==> config.mk <==
export PLATFORM = sky130hd
export DESIGN_NAME = pmrc_top
export DESIGN_NICKNAME = d
export VERILOG_FILES = /design/src/pmrc_pkg.sv /design/src/pmrc_top.sv
export SDC_FILE = /design/constraint.sdc
export NUM_CORES = 1
export LEC_CHECK = 0
export ABC_AREA = 1
export BUFFER_PORTS_ARGS = -buffer_cell sky130_fd_sc_hd__buf_2
export CAP_MARGIN = 30
export CORE_ASPECT_RATIO = 1.1
export CORE_MARGIN = 5
export CORE_UTILIZATION = 30
export CTS_CLUSTER_SIZE = 12
export DETAILED_ROUTE_END_ITERATION = 16
export PLACE_DENSITY = 0.42
export SLEW_MARGIN = 20
export SYNTH_ARGS = -nofsm -noshare
export SYNTH_HDL_FRONTEND = slang
export SYNTH_SLANG_ARGS = --single-unit
==> constraint.sdc <==
create_clock -name clk_in -period 2.9 [get_ports clk_in]
set_input_delay 0.87 -clock clk_in [delete_from_list [all_inputs] [get_ports clk_in]]
set_output_delay 0.87 -clock clk_in [all_outputs]
set_load 0.02 [all_outputs]
==> src/pmrc_pkg.sv <==
// package: register map, field positions, reset values and timing for power/rate control
package pmrc_pkg;

  // register offsets on the parallel register port
  localparam logic [7:0] RATE_CTRL_ADDR  = 8'h2C;
  localparam logic [7:0] POWER_CTRL_ADDR = 8'h2D;

  // field positions
  localparam int unsigned RATE_LSB      = 0;
  localparam int unsigned RATE_W        = 4;
  localparam int unsigned LOW_POWER_BIT = 4;
  localparam int unsigned MEASURE_BIT   = 3;

  // reset values
  localparam logic [7:0] RATE_CTRL_RST  = 8'h0A;
  localparam logic [7:0] POWER_CTRL_RST = 8'h00;
  localparam logic [7:0] READ_IDLE      = 8'h00;

  // timing: the fastest rate code gives the shortest output sample period
  localparam int unsigned CLK_HZ       = 10_000_000;
  localparam int unsigned ODR_MAX_HZ   = 3200;
  localparam int unsigned ODR_BASE_CYC = CLK_HZ / ODR_MAX_HZ;
  localparam logic [3:0]  RATE_MAX     = 4'hF;
  localparam int unsigned CNT_W        = 27;

  // active sampling configuration
  typedef struct packed {
    logic       low_power;
    logic [3:0] rate;
  } pmrc_cfg_t;

  // operating mode, one-hot
  typedef enum logic [1:0] {
    PM_STANDBY = 2'b01,
    PM_MEASURE = 2'b10
  } pmrc_mode_t;

endpackage : pmrc_pkg

==> src/pmrc_top.sv <==
// module: standby/measure sequencing and output-data-rate timing for the sensor core
`timescale 1ns/1ns
`default_nettype none
module pmrc_top #(
  parameter logic [pmrc_pkg::CNT_W-1:0] ODR_BASE_CYC = pmrc_pkg::CNT_W'(pmrc_pkg::ODR_BASE_CYC)
) (
  // clock and reset
  input  wire logic       clk_in,
  input  wire logic       rst_b_in,
  // register port
  input  wire logic [7:0] reg_addr_in,
  input  wire logic       reg_wr_in,
  input  wire logic       reg_rd_in,
  input  wire logic [7:0] reg_wdata_in,
  output logic      [7:0] reg_rdata_out,
  // sensor core control
  output logic            measuring_out,
  output logic      [3:0] active_rate_out,
  output logic            low_power_out,
  output logic            sample_tick_out,
  output logic            odr_tick_out
);

  ////////////////////////////////////////////////////////////////////////////
  // helpers

  // internal sampling period in clocks for a configuration
  function automatic logic [pmrc_pkg::CNT_W-1:0] f_period(
    input logic [pmrc_pkg::CNT_W-1:0] base,
    input pmrc_pkg::pmrc_cfg_t        cfg
  );
    logic [pmrc_pkg::CNT_W-1:0] odr;
    odr = base << (pmrc_pkg::RATE_MAX - cfg.rate);
    // normal mode samples twice per output, reduced power once
    f_period = cfg.low_power ? odr : (odr >> 1);
  endfunction : f_period

  // output sample length in clocks (two internal periods in normal mode)
  function automatic logic [pmrc_pkg::CNT_W-1:0] f_odr_len(
    input logic [pmrc_pkg::CNT_W-1:0] base,
    input pmrc_pkg::pmrc_cfg_t        cfg
  );
    logic [pmrc_pkg::CNT_W-1:0] p;
    p = f_period(base, cfg);
    f_odr_len = cfg.low_power ? p : (p << 1);
  endfunction : f_odr_len

  ////////////////////////////////////////////////////////////////////////////
  // register file

  logic [7:0] rate_reg;
  logic [7:0] rate_next;
  logic [7:0] pwr_reg;
  logic [7:0] pwr_next;
  logic [7:0] rdata_reg;
  logic [7:0] rdata_next;
  pmrc_pkg::pmrc_cfg_t req_cfg;
  logic                meas_req;

  // writes land in any mode, so the host can configure while idle
  always_comb
  begin
    rate_next  = rate_reg;
    pwr_next   = pwr_reg;
    rdata_next = rdata_reg;
    if (reg_wr_in && (reg_addr_in == pmrc_pkg::RATE_CTRL_ADDR))
      rate_next = reg_wdata_in;
    if (reg_wr_in && (reg_addr_in == pmrc_pkg::POWER_CTRL_ADDR))
      pwr_next = reg_wdata_in;
    if (reg_rd_in)
    begin
      unique case (reg_addr_in)
        pmrc_pkg::RATE_CTRL_ADDR:  rdata_next = rate_reg;
        pmrc_pkg::POWER_CTRL_ADDR: rdata_next = pwr_reg;
        default:                   rdata_next = pmrc_pkg::READ_IDLE;
      endcase
    end
  end

  always_ff @(posedge clk_in or negedge rst_b_in)
  begin
    if (!rst_b_in)
    begin
      rate_reg  <= pmrc_pkg::RATE_CTRL_RST;
      pwr_reg   <= pmrc_pkg::POWER_CTRL_RST;
      rdata_reg <= pmrc_pkg::READ_IDLE;
    end
    else
    begin
      rate_reg  <= rate_next;
      pwr_reg   <= pwr_next;
      rdata_reg <= rdata_next;
    end
  end

  // requested settings as the host last wrote them
  assign req_cfg.low_power = rate_reg[pmrc_pkg::LOW_POWER_BIT];
  assign req_cfg.rate      = rate_reg[pmrc_pkg::RATE_LSB +: pmrc_pkg::RATE_W];
  assign meas_req          = pwr_reg[pmrc_pkg::MEASURE_BIT];

  ////////////////////////////////////////////////////////////////////////////
  // mode and sample timing

  pmrc_pkg::pmrc_mode_t       mode_reg;
  pmrc_pkg::pmrc_mode_t       mode_next;
  pmrc_pkg::pmrc_cfg_t        cfg_reg;
  pmrc_pkg::pmrc_cfg_t        cfg_next;
  logic [pmrc_pkg::CNT_W-1:0] cnt_reg;
  logic [pmrc_pkg::CNT_W-1:0] cnt_next;
  logic                       phase_reg;
  logic                       phase_next;
  logic                       stick_reg;
  logic                       stick_next;
  logic                       otick_reg;
  logic                       otick_next;

  // settings follow the request in standby and are latched in measure only at an output boundary so no partial sample escapes
  always_comb
  begin
    mode_next  = mode_reg;
    cfg_next   = cfg_reg;
    cnt_next   = cnt_reg;
    phase_next = phase_reg;
    stick_next = 1'b0;
    otick_next = 1'b0;
    unique case (mode_reg)
      pmrc_pkg::PM_STANDBY:
      begin
        cfg_next = req_cfg;
        if (meas_req)
        begin
          mode_next  = pmrc_pkg::PM_MEASURE;
          cnt_next   = f_period(ODR_BASE_CYC, req_cfg) - 1'b1;
          phase_next = 1'b0;
        end
      end
      pmrc_pkg::PM_MEASURE:
      begin
        if (cnt_reg == '0)
        begin
          stick_next = 1'b1;
          if (cfg_reg.low_power || phase_reg)
          begin
            otick_next = 1'b1;
            phase_next = 1'b0;
            cfg_next   = req_cfg;
            cnt_next   = f_period(ODR_BASE_CYC, req_cfg) - 1'b1;
            if (!meas_req)
              mode_next = pmrc_pkg::PM_STANDBY;
          end
          else
          begin
            phase_next = 1'b1;
            cnt_next   = f_period(ODR_BASE_CYC, cfg_reg) - 1'b1;
          end
        end
        else
          cnt_next = cnt_reg - 1'b1;
      end
    endcase
  end

  // power-up lands in standby with the counter idle
  always_ff @(posedge clk_in or negedge rst_b_in)
  begin
    if (!rst_b_in)
    begin
      mode_reg  <= pmrc_pkg::PM_STANDBY;
      cfg_reg   <= '0;
      cnt_reg   <= '0;
      phase_reg <= 1'b0;
      stick_reg <= 1'b0;
      otick_reg <= 1'b0;
    end
    else
    begin
      mode_reg  <= mode_next;
      cfg_reg   <= cfg_next;
      cnt_reg   <= cnt_next;
      phase_reg <= phase_next;
      stick_reg <= stick_next;
      otick_reg <= otick_next;
    end
  end

  // outputs come straight from flops, except measuring_out, decoded from mode_reg
  assign reg_rdata_out   = rdata_reg;
  assign measuring_out   = (mode_reg == pmrc_pkg::PM_MEASURE);
  assign active_rate_out = cfg_reg.rate;
  assign low_power_out   = cfg_reg.low_power;
  assign sample_tick_out = stick_reg;
  assign odr_tick_out    = otick_reg;

  ////////////////////////////////////////////////////////////////////////////
  // checks

  // gap counter between output ticks, only read by the checks
  // a counter is used because a long tick spacing cannot be unrolled by the tools
  logic [pmrc_pkg::CNT_W-1:0] gap_reg;
  logic                       gap_ok_reg;
  pmrc_pkg::pmrc_cfg_t        gap_cfg_reg;
  logic                       mid_seen_reg;
  always_ff @(posedge clk_in or negedge rst_b_in)
  begin
    if (!rst_b_in)
    begin
      gap_reg      <= '0;
      gap_ok_reg   <= 1'b0;
      gap_cfg_reg  <= '0;
      mid_seen_reg <= 1'b0;
    end
    else if (!measuring_out)
    begin
      gap_reg      <= '0;
      gap_ok_reg   <= 1'b0;
      mid_seen_reg <= 1'b0;
    end
    else if (odr_tick_out)
    begin
      gap_reg      <= {{(pmrc_pkg::CNT_W-1){1'b0}}, 1'b1};
      gap_ok_reg   <= 1'b1;
      gap_cfg_reg  <= cfg_reg;
      mid_seen_reg <= 1'b0;
    end
    else
    begin
      gap_reg <= gap_reg + 1'b1;
      if (sample_tick_out)
        mid_seen_reg <= 1'b1; // internal sample inside the output period
    end
  end

  AST_STANDBY_HOLDS: assert property (@(posedge clk_in) disable iff (!rst_b_in)
    (!measuring_out && !meas_req) |=> !measuring_out && !sample_tick_out)
    else $error("core left standby without a measure request");

  AST_MEASURE_START: assert property (@(posedge clk_in) disable iff (!rst_b_in)
    (!measuring_out && meas_req) |=> measuring_out)
    else $error("measure request did not start measurement");

  AST_POWER_WRITE: assert property (@(posedge clk_in) disable iff (!rst_b_in)
    (reg_wr_in && reg_addr_in == pmrc_pkg::POWER_CTRL_ADDR) |=> pwr_reg == $past(reg_wdata_in))
    else $error("power_control write lost");

  AST_RATE_READBACK: assert property (@(posedge clk_in) disable iff (!rst_b_in)
    (reg_rd_in && reg_addr_in == pmrc_pkg::RATE_CTRL_ADDR) |=> reg_rdata_out == $past(rate_reg))
    else $error("output_rate_control read wrong");

  AST_MEASURE_STOP: assert property (@(posedge clk_in) disable iff (!rst_b_in)
    (odr_tick_out && !$past(meas_req)) |-> !measuring_out)
    else $error("cleared measure bit did not return to standby at boundary");

  AST_STOP_AT_BOUNDARY: assert property (@(posedge clk_in) disable iff (!rst_b_in)
    ($past(measuring_out) && !measuring_out) |-> odr_tick_out)
    else $error("measurement stopped inside an output sample");

  AST_LOW_POWER_ONE_SAMPLE: assert property (@(posedge clk_in) disable iff (!rst_b_in)
    (sample_tick_out && $past(cfg_reg.low_power) && $past(measuring_out)) |-> odr_tick_out)
    else $error("reduced power internal sample not aligned to output");

  AST_NORMAL_TWO_SAMPLES: assert property (@(posedge clk_in) disable iff (!rst_b_in)
    (odr_tick_out && gap_ok_reg && !gap_cfg_reg.low_power) |-> mid_seen_reg)
    else $error("normal mode output tick without intermediate sample");

  AST_ODR_SPACING: assert property (@(posedge clk_in) disable iff (!rst_b_in)
    (odr_tick_out && gap_ok_reg) |-> gap_reg == f_odr_len(ODR_BASE_CYC, gap_cfg_reg))
    else $error("output sample spacing does not match rate code");

  AST_CFG_AT_BOUNDARY: assert property (@(posedge clk_in) disable iff (!rst_b_in)
    ($past(measuring_out) && measuring_out && cfg_reg != $past(cfg_reg)) |-> odr_tick_out)
    else $error("configuration changed inside an output sample");

endmodule : pmrc_top
`default_nettype wire
[Word-level counts from Yosys, hierarchy flattened]
Cells that the tools add are included.
Operators by class
  $add $sub $neg: 5
  multipliers: 0
  div/mod/pow operators: 0
  order comparisons: 0
  equality and inequality tests: 8
  shift-type cells: 2
  muxes and demuxes: 24
  bitwise gates (word level): 0
  reductions and logical operators: 7
Operator list (number)
  $mux W27: 5
  $sub A27 B1 Y27 const B: 3
  $pmux W27 S2: 1
  $shl A12 B4 Y27 const A: 2
  $logic_not A27 Y1: 1
  $eq A8 B6 Y1 const B: 2
  $pmux W8 S2: 1
  $mux W5: 2
  $pmux W5 S2: 1
  $mux W1: 8
  $mux W2: 4
  $sub A4 B4 Y4 const A: 2
  $ne A2 B1 Y1 const B: 2
  $ne A2 B2 Y1 const B: 2
  $pmux W2 S2: 1
  $reduce_and A2 Y1: 2
  $reduce_and A4 Y1: 1
  $eq A2 B1 Y1 const B: 1
  $eq A2 B2 Y1 const B: 1
  $logic_and A1 B1 Y1: 2
  $pmux W1 S2: 1
  $logic_or A1 B1 Y1: 1
Word-level totals
  bits in registers: 61
  bits in latches: 0
  bits in writable memories: 0
  memory bits (read-only): 0
  input bits: 20
  output and inout bits: 16
  memories: 0

[Longest topological paths before layout]
  word-level depth: 7
  depth in mapped cells: 22
  gate-level depth less buffers: 21

[Least setup slack after synthesis]
Ideal clock, no wire load.
  kind: register -> register
  start point: reg cfg_reg (netlist bit active_rate_out[0])
  end point: reg cnt_reg[20] (netlist bit)
  setup time: 0.116 ns
  arrival time: 2.526 ns
  data required time: 2.784 ns
  setup slack: 0.257 ns
  cell stages (with the launch flop): 22
  clock period less this slack: 2.643 ns
  cells stage by stage: dfrtp_1 > inv_1 > ha_1 > nand2_1 > nor3_1 > a31oi_1 > ha_1 > nand3_1 > nor2_1 > nand2_1 > nand2_1 > nand2_1 > nand2_1 > nand2_1 > nand2_1 > nand2_1 > nand2_1 > nand3_1 > nand3_1 > nand2_1 > nand2_1 > nand2_1
On the way
  word-level cells in the longest chain between the ends: 7
Ends and longest elaborated chain
  start: declaration: line pmrc_top.sv:106  | pmrc_pkg::pmrc_cfg_t cfg_reg;
  start signal: assignment: line pmrc_top.sv:178  | cfg_reg <= cfg_next;
  $sub A4 B4 Y4: line pmrc_top.sv:33  | odr = base << (pmrc_pkg::RATE_MAX - cfg.rate);
  $shl A12 B4 Y27: line pmrc_top.sv:33
  $mux W27: line pmrc_top.sv:35  | f_period = cfg.low_power ? odr : (odr >> 1);
  $sub A27 B1 Y27: line pmrc_top.sv:154  | cnt_next = f_period(ODR_BASE_CYC, cfg_reg) - 1'b1;
  $mux W27: line pmrc_top.sv:142  | if (cfg_reg.low_power || phase_reg)
  $mux W27: line pmrc_top.sv:139  | if (cnt_reg == '0)
  $pmux W27 S2: line pmrc_top.sv:126  | unique case (mode_reg)
  end signal: assignment: line pmrc_top.sv:179  | cnt_reg <= cnt_next;
  end: declaration: line pmrc_top.sv:108  | logic [pmrc_pkg::CNT_W-1:0] cnt_reg;
Every way passes these cells.
A chain may end at the register's enable or synchronous reset.

[Worst setup path after layout]
  start point: reg cfg_reg (netlist bit active_rate_out[0])
  end point: reg cnt_reg[19] (netlist bit)
The elaborated chain is that of the path after synthesis.

==> results_dict.tcl <==
set metrics [dict create \
    place_ws_ns 0.0980 \
    clk_latency_ns 0.34 \
    leakage_uw 0.00448 \
    grt_pass1_vias 7684 \
    drc 0 \
    path_clk_slew_ns 0.06 \
    worst_hold_slack_ns 0.471 \
    largest_reg_flops 27 \
    finalCritPeriodShare_pct 91.7 \
    hold_viol_final 0 \
    clock-sinks 61 \
    cpLargestDelayFamily "simple AND/OR/NAND/NOR gates" \
    relSlewSlack_pct 54.7 \
    dr_wl_met3_um 855 \
    synth_area_mm2 0.00712 \
    dieHeight_um 172 \
    cts_tree "done" \
    drt_first_iter_violations 504 \
    post_drt_wl_per_cell_um 16.3 \
    fmax_mhz 376 \
    start_util_pct 30.2 \
    h-tree-depth 3 \
    synth_ff_type "dfrtp_1" \
    setup_viol_count_final 0 \
    rows 59 \
    ios 36 \
    crit_path_end_kind "flip-flop" \
    fin_skew_ns 0.0117 \
    vias 7858 \
    drv_cap 0 \
    peakVddDrop_mv 0.289 \
    die_w_um 157 \
    final_common_cell "nand2_1" \
    wl_met1_um 12000 \
    min_period_ns 2.66 \
    antenna_found_initial 0 \
    critical_path.slowest_cell "dfrtp_2" \
    critPathKind "flip-flop to flip-flop" \
    hold_path.class "primary input to asynchronous set/reset pin" \
    n_antenna_cell 0 \
    outcome "finished, final reports clean" \
    worstRegToRegCells 16 \
    clockBufferDepth 2 \
    synth_nets 1264 \
    areaGrowthSynthToFinish_pct 16.7 \
    yosysWarnings 0 \
    arrival_ns 2.90 \
    core_mm2 0.0235 \
    required_ns 3.14 \
    tightest_slew_ns 0.673 \
    highest_layer "met4" \
    firstDrtPassIters 5 \
    routed_wl_um 25800 \
    crit_path_cell_trace "inv_2 > ha_1 > nand2_1 > nand2_1 > nand2_1 > nand2_1 > o21ai_4 > nand2_1 > nor2_1 > nand2_1 > nand2_1 > nand3b_1 > nand3_1 > nand2_1 > nand2_1 > nand2_1" \
    ys_seq_elements 61 \
    power_density_mw_per_mm2 398 \
    drive_above_1_share_pct 14.7 \
    wl_met2_um 12400 \
    gp_congestion 0.879 \
    cts-hold-fix-buffers 0 \
    synth-async-reset-ratio_pct 100 \
    fin_ws_ns 0.240 \
    startpoint_type "flip-flop" \
    yosysSeqAreaShare_pct 21.5 \
    die_area_mm2 0.0269 \
    synth_cells 1217 \
    drtAntennaViolNets 0 \
    crit_top_cell "nand2_1" \
    cts-root-buf "clkbuf_16" \
    syn_avg_cell_area_um2 5.85 \
    cp.depth 16 \
    ys_types 55 \
    grt_max_degree 35 \
    final_cell_mix "nand2_1, nand3_1, nor2_1, inv_1, dfrtp_1" \
    io_buffers 35 \
    nNetsFinal 1321 \
    cts_setup_buffers 0 \
    gr-total-overflow 0 \
    viasPerCell 4.96 \
    grt_pass1_wl_um 41700 \
    path_buf_inv 1 \
    worstPathMaxFanout 7 \
    track_usage_pct 19.7 \
    cts_buffers 9 \
    crit_path_max_incr_delay_ns 0.44 \
    place_hpwl_um 21000 \
    synth-edff-count 0 \
    rsz0062_at_grt "yes" \
    slew_viol_final 0 \
]
[path summary, 6_finish.rpt]
check                                      to               start  slack, ns
max                               cnt_reg[19]  active_rate_out[0]       0.24
max reg2reg                       cnt_reg[19]  active_rate_out[0]       0.24
min                               cnt_reg[22]            rst_b_in       0.47
max in group asynchronous  active_rate_out[0]            rst_b_in       1.66
min reg2reg                  reg_rdata_out[6]    reg_rdata_out[6]       0.50
min in group clk_in          reg_rdata_out[6]    reg_rdata_out[6]       0.50
[area by class of cell]
class                   count  area (um2)
repair buffers             87         591
fillers                  2688       15200
clock inverters             7        72.6
inverters                 142         533
well taps                 305         382
multi-input cells         973        4970
flip-flops and latches     61        1530
clock buffers               9         225
[metal layers]
metal  track usage (%)  vias up
met1              25.8     3621
met5                 0        -
met3              2.74       23
met2              34.0      148
li1                  -     4066
met4              5.09        0
[what timing repair did]
item | 4_1_cts | 5_1_grt
setup endpoints to repair | 0 | 19
gates resized for setup | 0 | 42
endpoints found under the hold margin | 0 | 0
[through the flow]
stage                     instance area (um2)  TNS (ns)  std cells  util [%]  total power [uW]
after global routing                     8310   -0.0507       1584      35.3              3550
after CTS                                8190         0       1584      34.8              3310
after floorplan                          7120         0       1217         -              1850
after detailed placement                 7900         0       1568      33.5              2160
final                                    8310         0       1584      35.3              3300
after global placement                   7900         0       1568      33.5              2170
[synth_stat cells, drive strengths merged (2+ instances only)]
master / instances / area, um2
nor2: 141 / 589
clkbuf: 14 / 56.3
nand4: 20 / 140
clkinv: 3 / 11.3
xor2: 23 / 201
a31oi: 4 / 25.0
or2: 4 / 25.0
ha: 27 / 338
nand3b: 6 / 45.0
xnor2: 9 / 78.8
o2111ai: 4 / 35.0
a21oi: 42 / 221
a21boi: 3 / 26.3
buf: 27 / 140
dfrtp: 58 / 1450
nand2: 409 / 1560
a22oi: 4 / 35.0
mux2: 8 / 90.1
dfstp: 3 / 78.8
a32oi: 2 / 17.5
o21ai: 78 / 398
o22ai: 14 / 87.6
nor4: 4 / 25.0
inv: 139 / 522
o21bai: 3 / 22.5
o211ai: 9 / 67.6
nand3: 136 / 681
o21a: 2 / 15.0
nor3: 14 / 81.3
[worst register-to-register path: stages, from the launching register on]
cell and delay, ns:
dfrtp_2 0.44, inv_2 0.14, ha_1 0.28, nand2_1 0.13
nand2_1 0.15, nand2_1 0.09, nand2_1 0.12, o21ai_4 0.23
nand2_1 0.15, nor2_1 0.20, nand2_1 0.12, nand2_1 0.07
nand3b_1 0.17, nand3_1 0.14, nand2_1 0.05, nand2_1 0.05
nand2_1 0.04
[kinds of logic after synthesis]
group	after synthesis	share of synthesized area (%)
buffers and inverters	183	10.2
multiplexers	8	1.27
flip-flops	61	21.5
AND/OR/NAND/NOR	738	44.6
adder cells (fa/ha/maj)	27	4.75
XOR/XNOR	32	3.94
AO/OA/AOI/OAI	168	13.7
[power by group]
part / switching (uW) / leakage, uW / total [uW] / internal, uW
clock network: 456 / 0.000142 / 1130 / 669
registers: 90.2 / 0.000720 / 1030 / 939
logic: 727 / 0.00362 / 1150 / 422
Power figures use the tool's default switching activity.
